### config.mk
export PLATFORM = sky130hd
export DESIGN_NAME = smu_serial_comm_unit
export DESIGN_NICKNAME = d
export VERILOG_FILES = /design/src/smu_serial_comm_unit.v /design/src/smu_tick_gen.v /design/src/smu_rx_sync.v
export VERILOG_INCLUDE_DIRS = /design/src
export SDC_FILE = /design/constraint.sdc
export NUM_CORES = 1
export LEC_CHECK = 0
export BUFFER_PORTS_ARGS = -buffer_cell sky130_fd_sc_hd__buf_2
export CELL_PAD_IN_SITES_DETAIL_PLACEMENT = 0
export CELL_PAD_IN_SITES_GLOBAL_PLACEMENT = 2
export CORE_UTILIZATION = 40
export CTS_CLUSTER_SIZE = 25
export DETAILED_ROUTE_END_ITERATION = 10
export GPL_ROUTABILITY_DRIVEN = 0
export GPL_TIMING_DRIVEN = 0
export HOLD_SLACK_MARGIN = 0.03
export PLACE_DENSITY_LB_ADDON = 0.1
export SKIP_CTS_REPAIR_TIMING = 1
export SLEW_MARGIN = 20
export SYNTH_ARGS = -nofsm -noshare
export SYNTH_HDL_FRONTEND = slang
export SYNTH_HIERARCHICAL = 1
export SYNTH_SLANG_ARGS = --single-unit
### constraint.sdc
create_clock -name i_clk -period 3.7 [get_ports i_clk]
set_input_delay 0.37 -clock i_clk [delete_from_list [all_inputs] [get_ports i_clk]]
set_output_delay 0.37 -clock i_clk [all_outputs]
set_load 0.005 [all_outputs]
### src/smu_defs.vh
// Purpose: register map, field positions, reset values and timing for the async serial unit
// Assumes: 32-bit AHB-Lite register access, 100 MHz clock
// Notes: all offsets are byte addresses of aligned words
// Functional notes
// - clearing tx enable forces tx buffer empty flag to 1.
// - clearing rx enable leaves rx flags and rx buffer untouched.
// - transmitter loads shift register when tx buffer empty flag reads 0.
// - after load, set empty flag, start sending, tx empty irq if enabled.
// - frame is start, data, optional parity or multiproc bit, stop bits.
// - at stop bit with flag 0, load next byte, start next frame immediately.
// - at stop bit with flag 1, set tx end, idle mark, end irq.
// - receiver finds start bit, resyncs, shifts bits, checks parity and stop.
// - frame done while rx full: set overrun, drop data, keep full, error irq.
// - parity mismatch sets parity error, still stores data, error irq.
// - stop bit 0 sets framing error, still stores data, error irq.
// - clean frame stores data, sets rx full, rx full irq.
// - on any error rx full keeps prior value; overrun loses data.
// - no reception while any error flag set; software clears flags.
// - multiproc bit 1 marks an id frame, 0 a data frame.
// - multiproc wait suppresses store, errors and flags until id frame.
// - id frame sets rx multiproc bit, clears wait, stores data, rx irq.
// - multiproc format ignores parity enable.
// - transmitted multiproc bit equals software's tx multiproc bit.
// - 16x basic clock, start edge detect, sample on 8th pulse mid-bit.
// - line idles high; start bit low; one or two high stop bits.
// - twelve formats: 7/8 data, parity, multiproc, 1/2 stop bits.
`ifndef SMU_DEFS_VH
`define SMU_DEFS_VH
`define SMU_ADDR_FORMAT 4'h0
`define SMU_ADDR_CONTROL 4'h4
`define SMU_ADDR_STATUS 4'h8
`define SMU_ADDR_TXDATA 4'hC
`define SMU_ADDR_RXDATA 4'h0
`define SMU_ADDR_DIVIDER 4'h4
// format register fields
`define SMU_FMT_STOP2 0
`define SMU_FMT_MP 1
`define SMU_FMT_PODD 2
`define SMU_FMT_PE 3
`define SMU_FMT_CHR7 4
// control register fields
`define SMU_CTL_TE 0
`define SMU_CTL_RE 1
`define SMU_CTL_MULTIPROC_WAIT_ENABLE 2
`define SMU_CTL_TX_END_IRQ_ENABLE 3
`define SMU_CTL_RIE 4
`define SMU_CTL_TIE 5
// status register fields
`define SMU_ST_TX_MULTIPROC_BIT 0
`define SMU_ST_MPB 1
`define SMU_ST_TX_END_FLAG 2
`define SMU_ST_PER 3
`define SMU_ST_FER 4
`define SMU_ST_OVERRUN_FLAG 5
`define SMU_ST_RX_FULL_FLAG 6
`define SMU_ST_TX_BUFFER_EMPTY_FLAG 7
`define SMU_RST_STATUS 8'h84
`define SMU_RST_DIVIDER 16'h0035
`define SMU_OVERSAMPLE 16
`define SMU_MID_TICK 4'h7
`define SMU_LAST_TICK 4'hF
`endif

### src/smu_serial_comm_unit.v
// Purpose: async serial transmitter/receiver with multiprocessor mode and AHB-Lite registers
// Assumes: one clock, basic clock is 16x bit rate from an internal divider
// Notes: zero wait states, response always OKAY
`timescale 1ns/1ps
`default_nettype none
`include "smu_defs.vh"
module smu_serial_comm_unit (
  // clock and reset
  input wire i_clk,
  input wire i_arst_n,
  // ahb-lite slave
  input wire i_hsel,
  input wire [31:0] i_haddr,
  input wire [1:0] i_htrans,
  input wire i_hwrite,
  input wire [2:0] i_hsize,
  input wire [31:0] i_hwdata,
  input wire i_hready,
  output wire [31:0] o_hrdata,
  output wire o_hreadyout,
  output wire o_hresp,
  // serial lines
  input wire i_rxd,
  output reg o_txd,
  // interrupt requests
  output wire o_tx_empty_irq,
  output wire o_tx_end_irq,
  output wire o_rx_full_irq,
  output wire o_rx_error_irq
);
  localparam TX_IDLE = 3'd0;
  localparam TX_START = 3'd1;
  localparam TX_DATA = 3'd2;
  localparam TX_EXTRA = 3'd3;
  localparam TX_STOP = 3'd4;
  localparam RX_IDLE = 3'd0;
  localparam RX_START = 3'd1;
  localparam RX_DATA = 3'd2;
  localparam RX_EXTRA = 3'd3;
  localparam RX_STOP = 3'd4;
  // reset status word, split into its flags so the reset branch stays constant
  localparam [7:0] RST_ST = `SMU_RST_STATUS;

  // data bits for the selected length
  function [3:0] nbits;
    input chr7;
    begin
      nbits = chr7 ? 4'd7 : 4'd8;
    end
  endfunction

  // parity over the active data bits, odd when odd is 1
  function par_of;
    input [7:0] d;
    input chr7;
    input odd;
    begin
      par_of = ^(chr7 ? {1'b0, d[6:0]} : d) ^ odd;
    end
  endfunction

  // registers
  reg [7:0] fmt_q;
  reg [7:0] ctl_q;
  reg [15:0] div_q;
  reg [7:0] tx_buffer_q;
  reg [7:0] rx_buffer_q;
  reg tx_buffer_empty_flag_q, tx_end_flag_q, rx_full_flag_q, per_q, fer_q, overrun_flag_q, mpb_q, tx_multiproc_bit_q;

  wire tick;
  wire rx_line;
  smu_tick_gen u_tick (
    .i_clk(i_clk),
    .i_arst_n(i_arst_n),
    .i_div(div_q),
    .o_tick(tick)
  );
  smu_rx_sync u_sync (
    .i_clk(i_clk),
    .i_arst_n(i_arst_n),
    .i_line(i_rxd),
    .o_line(rx_line)
  );

  wire te = ctl_q[`SMU_CTL_TE];
  wire re = ctl_q[`SMU_CTL_RE];
  wire mp_fmt = fmt_q[`SMU_FMT_MP];
  wire chr7 = fmt_q[`SMU_FMT_CHR7];
  wire par_en = fmt_q[`SMU_FMT_PE] & ~mp_fmt;
  wire extra_en = par_en | mp_fmt;

  // ---------- bus address phase capture ----------
  reg ap_wr_q, ap_rd_q;
  reg [3:0] ap_addr_q;
  reg ap_hi_q;
  wire ap_valid = i_hsel & i_hready & i_htrans[1];
  always @(posedge i_clk or negedge i_arst_n) begin
    if (!i_arst_n) begin
      ap_wr_q <= 1'b0;
      ap_rd_q <= 1'b0;
      ap_addr_q <= 4'h0;
      ap_hi_q <= 1'b0;
    end else begin
      ap_wr_q <= ap_valid & i_hwrite;
      ap_rd_q <= ap_valid & ~i_hwrite;
      ap_addr_q <= i_haddr[3:0];
      ap_hi_q <= i_haddr[4];
    end
  end
  assign o_hreadyout = 1'b1;
  assign o_hresp = 1'b0;

  wire wr = ap_wr_q;
  wire wr_fmt = wr & ~ap_hi_q & (ap_addr_q == `SMU_ADDR_FORMAT);
  wire wr_ctl = wr & ~ap_hi_q & (ap_addr_q == `SMU_ADDR_CONTROL);
  wire wr_st = wr & ~ap_hi_q & (ap_addr_q == `SMU_ADDR_STATUS);
  wire wr_txd = wr & ~ap_hi_q & (ap_addr_q == `SMU_ADDR_TXDATA);
  wire wr_div = wr & ap_hi_q & (ap_addr_q == `SMU_ADDR_DIVIDER);

  // read data registered during address phase so it stands in data phase
  reg [31:0] rdata_q;
  always @(posedge i_clk or negedge i_arst_n) begin
    if (!i_arst_n) begin
      rdata_q <= 32'h00000000;
    end else if (ap_valid & ~i_hwrite) begin
      case ({i_haddr[4], i_haddr[3:0]})
        {1'b0, `SMU_ADDR_FORMAT}: rdata_q <= {24'h000000, fmt_q};
        {1'b0, `SMU_ADDR_CONTROL}: rdata_q <= {24'h000000, ctl_q};
        {1'b0, `SMU_ADDR_STATUS}: rdata_q <= {24'h000000, tx_buffer_empty_flag_q, rx_full_flag_q, overrun_flag_q, fer_q, per_q, tx_end_flag_q, mpb_q, tx_multiproc_bit_q};
        {1'b0, `SMU_ADDR_TXDATA}: rdata_q <= {24'h000000, tx_buffer_q};
        {1'b1, `SMU_ADDR_RXDATA}: rdata_q <= {24'h000000, rx_buffer_q};
        {1'b1, `SMU_ADDR_DIVIDER}: rdata_q <= {16'h0000, div_q};
        default: rdata_q <= 32'h00000000;
      endcase
    end
  end
  assign o_hrdata = rdata_q;

  // ---------- transmitter ----------
  reg [2:0] tx_st_q;
  reg [3:0] tx_tick_q;
  reg [3:0] tx_bit_q;
  reg [7:0] tsr_q;
  reg tx_extra_q;
  reg tx_stop2_q;
  wire tx_bit_end = tick & (tx_tick_q == `SMU_LAST_TICK);
  // load happens at entry to the stop bit or when idle
  wire tx_load_idle = te & (tx_st_q == TX_IDLE) & ~tx_buffer_empty_flag_q;
  reg tx_load_stop;
  wire tx_load = tx_load_idle | tx_load_stop;
  reg tx_next_q;

  always @(posedge i_clk or negedge i_arst_n) begin
    if (!i_arst_n) begin
      tx_st_q <= TX_IDLE;
      tx_tick_q <= 4'h0;
      tx_bit_q <= 4'h0;
      tsr_q <= 8'h00;
      tx_extra_q <= 1'b0;
      tx_stop2_q <= 1'b0;
      tx_next_q <= 1'b0;
      tx_load_stop <= 1'b0;
      o_txd <= 1'b1;
    end else begin
      tx_load_stop <= 1'b0;
      if (tick) begin
        tx_tick_q <= tx_tick_q + 4'h1;
      end
      if (!te) begin
        tx_st_q <= TX_IDLE;
        tx_next_q <= 1'b0;
        o_txd <= 1'b1;
      end else begin
        case (tx_st_q)
          TX_IDLE: begin
            o_txd <= 1'b1;
            if (tx_load_idle) begin
              tsr_q <= tx_buffer_q;
              tx_extra_q <= mp_fmt ? tx_multiproc_bit_q : par_of(tx_buffer_q, chr7, fmt_q[`SMU_FMT_PODD]);
              tx_tick_q <= 4'h0;
              tx_st_q <= TX_START;
              o_txd <= 1'b0;
            end
          end
          TX_START: begin
            if (tx_bit_end) begin
              tx_bit_q <= 4'h0;
              o_txd <= tsr_q[0];
              tx_st_q <= TX_DATA;
            end
          end
          TX_DATA: begin
            if (tx_bit_end) begin
              if (tx_bit_q == nbits(chr7) - 4'd1) begin
                if (extra_en) begin
                  o_txd <= tx_extra_q;
                  tx_st_q <= TX_EXTRA;
                end else begin
                  o_txd <= 1'b1;
                  tx_stop2_q <= fmt_q[`SMU_FMT_STOP2];
                  tx_next_q <= ~tx_buffer_empty_flag_q;
                  tx_load_stop <= ~tx_buffer_empty_flag_q;
                  tx_st_q <= TX_STOP;
                end
              end else begin
                tx_bit_q <= tx_bit_q + 4'd1;
                o_txd <= tsr_q[tx_bit_q[2:0] + 3'd1];
              end
            end
          end
          TX_EXTRA: begin
            if (tx_bit_end) begin
              o_txd <= 1'b1;
              tx_stop2_q <= fmt_q[`SMU_FMT_STOP2];
              tx_next_q <= ~tx_buffer_empty_flag_q;
              tx_load_stop <= ~tx_buffer_empty_flag_q;
              tx_st_q <= TX_STOP;
            end
          end
          TX_STOP: begin
            if (tx_load_stop) begin
              tsr_q <= tx_buffer_q;
              tx_extra_q <= mp_fmt ? tx_multiproc_bit_q : par_of(tx_buffer_q, chr7, fmt_q[`SMU_FMT_PODD]);
            end
            if (tx_bit_end) begin
              if (tx_stop2_q) begin
                tx_stop2_q <= 1'b0;
              end else if (tx_next_q) begin
                tx_next_q <= 1'b0;
                o_txd <= 1'b0;
                tx_st_q <= TX_START;
              end else begin
                o_txd <= 1'b1;
                tx_st_q <= TX_IDLE;
              end
            end
          end
          default: tx_st_q <= TX_IDLE;
        endcase
      end
    end
  end
  wire tx_end_evt = te & tx_bit_end & ((tx_st_q == TX_EXTRA) |
    ((tx_st_q == TX_DATA) & ~extra_en & (tx_bit_q == nbits(chr7) - 4'd1))) & tx_buffer_empty_flag_q;

  // ---------- receiver ----------
  reg [2:0] rx_st_q;
  reg [3:0] rx_tick_q;
  reg [3:0] rx_bit_q;
  reg [7:0] rsr_q;
  reg rx_extra_q;
  wire rx_err_any = overrun_flag_q | fer_q | per_q;
  wire rx_mid = tick & (rx_tick_q == `SMU_MID_TICK);
  reg rx_done;
  reg rx_stop_bit;

  always @(posedge i_clk or negedge i_arst_n) begin
    if (!i_arst_n) begin
      rx_st_q <= RX_IDLE;
      rx_tick_q <= 4'h0;
      rx_bit_q <= 4'h0;
      rsr_q <= 8'h00;
      rx_extra_q <= 1'b0;
      rx_done <= 1'b0;
      rx_stop_bit <= 1'b1;
    end else begin
      rx_done <= 1'b0;
      if (tick) begin
        rx_tick_q <= rx_tick_q + 4'h1;
      end
      if (!re) begin
        rx_st_q <= RX_IDLE;
      end else begin
        case (rx_st_q)
          RX_IDLE: begin
            if (!rx_line & !rx_err_any) begin
              rx_tick_q <= 4'h0;
              rx_st_q <= RX_START;
            end
          end
          RX_START: begin
            if (rx_mid) begin
              if (rx_line) begin
                rx_st_q <= RX_IDLE;
              end else begin
                rx_bit_q <= 4'h0;
                rx_st_q <= RX_DATA;
              end
            end
          end
          RX_DATA: begin
            if (rx_mid) begin
              rsr_q <= {rx_line, rsr_q[7:1]};
              if (rx_bit_q == nbits(chr7) - 4'd1) begin
                rx_st_q <= extra_en ? RX_EXTRA : RX_STOP;
              end else begin
                rx_bit_q <= rx_bit_q + 4'd1;
              end
            end
          end
          RX_EXTRA: begin
            if (rx_mid) begin
              rx_extra_q <= rx_line;
              rx_st_q <= RX_STOP;
            end
          end
          RX_STOP: begin
            if (rx_mid) begin
              if (chr7) begin
                rsr_q <= {1'b0, rsr_q[7:1]};
              end
              rx_stop_bit <= rx_line;
              rx_done <= 1'b1;
              rx_st_q <= RX_IDLE;
            end
          end
          default: rx_st_q <= RX_IDLE;
        endcase
      end
    end
  end

  wire rx_id = mp_fmt & rx_extra_q;
  wire rx_skip = mp_fmt & ctl_q[`SMU_CTL_MULTIPROC_WAIT_ENABLE] & ~rx_extra_q;
  wire rx_take = rx_done & ~rx_skip;
  wire rx_ovr = rx_take & rx_full_flag_q;
  wire rx_fer = rx_take & ~rx_stop_bit;
  wire rx_per = rx_take & par_en & (rx_extra_q != par_of(rsr_q, chr7, fmt_q[`SMU_FMT_PODD]));
  wire rx_ok = rx_take & ~rx_ovr & ~rx_fer & ~rx_per;
  wire rx_store = rx_take & ~rx_ovr;

  // ---------- software registers and flags ----------
  always @(posedge i_clk or negedge i_arst_n) begin
    if (!i_arst_n) begin
      fmt_q <= 8'h00;
      ctl_q <= 8'h00;
      div_q <= `SMU_RST_DIVIDER;
      tx_buffer_q <= 8'h00;
      rx_buffer_q <= 8'h00;
      tx_buffer_empty_flag_q <= RST_ST[`SMU_ST_TX_BUFFER_EMPTY_FLAG];
      tx_end_flag_q <= RST_ST[`SMU_ST_TX_END_FLAG];
      rx_full_flag_q <= 1'b0;
      per_q <= 1'b0;
      fer_q <= 1'b0;
      overrun_flag_q <= 1'b0;
      mpb_q <= 1'b0;
      tx_multiproc_bit_q <= 1'b0;
    end else begin
      if (wr_fmt) fmt_q <= i_hwdata[7:0];
      if (wr_div) div_q <= i_hwdata[15:0];
      if (wr_ctl) ctl_q <= i_hwdata[7:0];
      if (rx_take & rx_id) ctl_q[`SMU_CTL_MULTIPROC_WAIT_ENABLE] <= 1'b0;
      if (wr_txd) begin
        tx_buffer_q <= i_hwdata[7:0];
        tx_buffer_empty_flag_q <= 1'b0;
        tx_end_flag_q <= 1'b0;
      end
      // software clears status flags by writing 0; hardware set wins
      if (wr_st) begin
        tx_multiproc_bit_q <= i_hwdata[`SMU_ST_TX_MULTIPROC_BIT];
        if (!i_hwdata[`SMU_ST_TX_BUFFER_EMPTY_FLAG]) tx_buffer_empty_flag_q <= 1'b0;
        if (!i_hwdata[`SMU_ST_TX_END_FLAG]) tx_end_flag_q <= 1'b0;
        if (!i_hwdata[`SMU_ST_RX_FULL_FLAG]) rx_full_flag_q <= 1'b0;
        if (!i_hwdata[`SMU_ST_PER]) per_q <= 1'b0;
        if (!i_hwdata[`SMU_ST_FER]) fer_q <= 1'b0;
        if (!i_hwdata[`SMU_ST_OVERRUN_FLAG]) overrun_flag_q <= 1'b0;
        if (!i_hwdata[`SMU_ST_MPB]) mpb_q <= 1'b0;
      end
      if (tx_load) tx_buffer_empty_flag_q <= 1'b1;
      if (wr_ctl & ~i_hwdata[`SMU_CTL_TE]) tx_buffer_empty_flag_q <= 1'b1;
      if (tx_end_evt) tx_end_flag_q <= 1'b1;
      // rx enable clears nothing here, flags and buffer are kept
      if (rx_store) rx_buffer_q <= rsr_q;
      if (rx_ok) rx_full_flag_q <= 1'b1;
      if (rx_ovr) overrun_flag_q <= 1'b1;
      if (rx_fer) fer_q <= 1'b1;
      if (rx_per) per_q <= 1'b1;
      if (rx_take & mp_fmt) mpb_q <= rx_extra_q;
    end
  end

  // ---------- interrupt levels ----------
  assign o_tx_empty_irq = tx_buffer_empty_flag_q & ctl_q[`SMU_CTL_TIE] & te;
  assign o_tx_end_irq = tx_end_flag_q & ctl_q[`SMU_CTL_TX_END_IRQ_ENABLE];
  assign o_rx_full_irq = rx_full_flag_q & ctl_q[`SMU_CTL_RIE];
  assign o_rx_error_irq = (overrun_flag_q | fer_q | per_q) & ctl_q[`SMU_CTL_RIE];
endmodule
`default_nettype wire

### src/smu_tick_gen.v
// Purpose: basic clock tick at 16x bit rate from the system clock
// Assumes: divider value programmed by software, 0 gives a tick every clock
// Notes: tick is a one-cycle pulse every divider+1 clocks
`timescale 1ns/1ps
`default_nettype none
module smu_tick_gen (
  // clock and reset
  input wire i_clk,
  input wire i_arst_n,
  // control
  input wire [15:0] i_div,
  output reg o_tick
);
  reg [15:0] cnt_q;
  always @(posedge i_clk or negedge i_arst_n) begin
    if (!i_arst_n) begin
      cnt_q <= 16'h0000;
      o_tick <= 1'b0;
    end else if (cnt_q >= i_div) begin
      cnt_q <= 16'h0000;
      o_tick <= 1'b1;
    end else begin
      cnt_q <= cnt_q + 16'h0001;
      o_tick <= 1'b0;
    end
  end
endmodule
`default_nettype wire

### src/smu_rx_sync.v
// Purpose: two-flop synchroniser for the receive line
// Assumes: line idles high
// Notes: resets to mark so no false start bit appears
`timescale 1ns/1ps
`default_nettype none
module smu_rx_sync (
  // clock and reset
  input wire i_clk,
  input wire i_arst_n,
  // line
  input wire i_line,
  output reg o_line
);
  reg meta_q;
  always @(posedge i_clk or negedge i_arst_n) begin
    if (!i_arst_n) begin
      meta_q <= 1'b1;
      o_line <= 1'b1;
    end else begin
      meta_q <= i_line;
      o_line <= meta_q;
    end
  end
endmodule
`default_nettype wire

==> flow_summary_export.csv <==
group,metric,value,unit
outcome,outcome,"finished clean",
drt,firstDrtPassIters,5,
yosys,synth_edf_count,0,
floorplanning,die_width,137,µm
floorplanning,ioPinCount,114,
drt,via_per_inst,5.40,
sta,finalCritPeriodShare,57.6,%
yosys,synth_top_area_share,45.9,%
global_routing,grt_remaining_overflow,0,
drt,ant_nets,0,
yosys,synth_cell_types,74,
yosys,syn_inst,651,
power,leakage,3.76,nW
layout,fillers,1670,
worst_hold_path,worstHoldStart,"i_rxd",
global_routing,antenna_found_initial,0,
floorplanning,initial_utilization,41.4,%
sta,maxSlewViolCount,0,
place,dp_hpwl,12800,µm
yosys,ys_seq_elements,143,
worst_hold_path,whs_path_depth,1,
power,p_per_area,494,nW/µm²
sta,period_needed,2130,ps
yosys,ys.flop_type,"dfrtp_1",
global_routing,grt_pass1_vias,5078,
job,drv_cap,0,
sta,finalSetupTns,0,ps
setup_path,slowest_stage,"dfstp_2",
layout,multi_input_area,3390,µm²
setup_path,r2r-end,"u_tick/cnt_q[9]",
drt,dr.first_iter.drc_count,348,
yosys,avgSynthCellArea,11.1,µm²
worst_hold_path,min_to,"u_sync/meta_q",
sta,slew_headroom,35.8,%
layout,n_antenna_cell,0,
setup_path,crit_path_end_kind,"flip-flop",
setup_path,cpPeakStageDelay,550,ps
global_routing,grt_max_degree,89,
global_routing,grt_pass1_wl,28200,µm
yosys,synthTopCellsByArea,"dfrtp_1 46%, mux2_2 11%, dfstp_2 3.6%",
global_routing,grt_usage,20.3,%
setup_path,rr_worst_depth,8,
yosys,synth_warnings,6,
floorplanning,die_y,137,µm
setup_path,start_kind,"flip-flop",
setup_path,cp_max_fo,10,
clock_network,cts_num_sinks,143,
sta,finalHoldViolCount,0,
power,power,4.16,mW
layout,final_nets,832,
clock_network,cts_buffer_depth,2,
sta,setup_viol,0,
floorplanning,rows,48,
drt,dr_total_vias,5259,
yosys,syn_area,7260,µm²
drt,wirelength,17500,µm
floorplanning,core_area,17500,µm²
yosys,yosysSeqAreaShare,49.5,%
floorplanning,die_area,18700,µm²
clock_network,cts_tree,"done",
clock_network,cts_buffers,17,
setup_path,rrSetupSlack,1570,ps
clock_network,clock_latency,420,ps
sta,skew,6.10,ps
sta,tightest_slew,955,ps
clock_network,cts.reportedPaths.clkPinSlew,60,ps
drt,avgRoutedWirePerCell,18.0,µm
power,ir_drop,330,µV
layout,layout-drive-gt1-share,27.1,%
yosys,synth_top_area_cell,"dfrtp_1",
yosys,async_reset_ff_share,100,%
clock_network,clockRootBuffer,"clkbuf_16",
layout,area_delta_synth_final,16.2,%
drt,post-route-drc-count,0,
setup_path,cp_cell_sequence,"inv_1, ha_1, a31oi_1, nor2b_1, o311ai_1, nand3_2, buf_6, nor2_1",
clock_network,h-tree-depth,4,
sta,max_freq,0.470,GHz
setup_path,crit_required,4050,ps
setup_path,worstSetupPathType,"reg -> reg",
sta,rsz0062_at_grt,"no",
place,io_buffer_count,48,
setup_path,crit_arrival,2480,ps
worst_hold_path,hold_path_class,"in -> reg",
layout,ff_latch_area,3590,µm²
setup_path,r2r-start,"div_q[2]",
## placed cells by master, fill, tap and decap left out, types with 4 or more instances in the layout
| master | count |
|---|---|
| a31oi_1 | 9 |
| a221oi_1 | 4 |
| inv_1 | 24 |
| nor2_1 | 59 |
| nand3b_1 | 4 |
| nor3_1 | 13 |
| buf_4 | 20 |
| xor2_1 | 14 |
| conb_1 | 18 |
| nand2b_1 | 4 |
| mux2i_1 | 6 |
| a22oi_1 | 9 |
| clkbuf_1 | 10 |
| clkinv_2 | 7 |
| nand4_1 | 10 |
| o31a_1 | 4 |
| xnor2_1 | 21 |
| dfstp_2 | 10 |
| clkbuf_16 | 17 |
| dfrtp_1 | 133 |
| nand2_1 | 41 |
| nor2b_1 | 7 |
| o21ai_0 | 23 |
| and3_1 | 5 |
| and2_1 | 4 |
| ha_1 | 21 |
| mux2_2 | 69 |
| a21oi_1 | 17 |
| o211ai_1 | 6 |
| nand3_1 | 17 |
| a22o_1 | 13 |
| buf_2 | 53 |
## critical path: cells and delay by family, from the launching register on
kind	cells	cell delay [ps]
AO/OA/AOI/OAI	2	490
flip-flops	1	550
adder cells (fa/ha/maj)	1	300
buffers and inverters	2	270
AND/OR/NAND/NOR	3	450
## cell type report
type / instances / share of cell area [%]
repair buffers: 50 / 3.41
flip-flops and latches: 143 / 42.6
plain buffers: 39 / 3.00
clock inverters: 12 / 1.14
inverters: 25 / 1.11
multi-input cells: 460 / 40.2
clock buffers: 19 / 5.25
well taps: 225 / 3.34
## registers in the layout, indices dropped and copies added (netlist names), 8 cells and up
name and flops:
div_q 16, fmt_q 8, rx_buffer_q 8, o_hrdata 16, u_tick/cnt_q 16, tx_buffer_q 8, ctl_q 8, tsr_q 8
rsr_q 8
## how the worst max path moves through the flow
stage	slack [ps]	cells past startpoint	startpoint	end
3_5_place_dp	1450	5	i_haddr[1]	o_hrdata[6]
3_3_place_gp	180	1	i_arst_n	u_tick/cnt_q[10]
4_1_cts	1580	8	div_q[2]	u_tick/cnt_q[10]
6_report	1570	8	div_q[2]	u_tick/cnt_q[9]
2_1_floorplan	1870	8	div_q[2]	u_tick/cnt_q[11]
5_1_grt	1400	8	div_q[2]	u_tick/cnt_q[14]
## where the power goes
part           internal [mW]  total (mW)  switching, mW
sequential              1.75        1.90          0.146
combinational          0.329       0.685          0.356
clock                  0.929        1.58          0.654
total                   3.01        4.16           1.16
## cell families after synthesis
group                    Yosys count  synth area share [%]
AND/OR/NAND/NOR                  192                  13.7
flip-flops                       143                  49.5
AO/OA/AOI/OAI                    114                  11.1
multiplexers                      77                  12.2
buffers and inverters             64                  4.77
XOR/XNOR                          38                  5.07
adder cells (fa/ha/maj)           21                  3.62
other                              2                 0.103
## cell usage after synthesis, types with 5 or more instances
cell / number
dfstp_2: 10
nor2b_1: 7
nand2_1: 41
mux2i_1: 6
ha_1: 21
and3_1: 5
nor3_1: 13
a31oi_1: 9
nand4_1: 10
o211ai_1: 6
xor2_1: 14
o21ai_0: 23
a22o_1: 13
a21oi_1: 17
xnor2_1: 21
buf_2: 6
dfrtp_1: 133
a22oi_1: 9
mux2_2: 69
inv_1: 24
buf_4: 20
nand3_1: 17
nor2_1: 59
clkbuf_1: 9
## metal layers
metal  vias to the layer above  track usage [%]  routed length (µm)
li1                       2493                -                   -
met1                      2645             30.9                9070
met2                       109             28.8                7560
met3                        12             4.30                 776
met4                         0             5.12                 134
met5                         -                0                   0
## per-stage QoR
step | worst slack [ps] | instances | hold slack, ps | utilization (%) | instance area (µm²)
5_1_grt | 1400 | 973 | 31.0 | 48.1 | 8430
6_report | 1570 | 973 | 52.4 | 48.1 | 8430
3_5_place_dp | 1450 | 941 | 326 | 44.9 | 7880
2_1_floorplan | 1870 | 667 | 74.4 | - | 7320
4_1_cts | 1580 | 972 | -130 | 48.0 | 8420
3_3_place_gp | 180 | 940 | 346 | 44.7 | 7840
(Power assumes the default switching activity.)
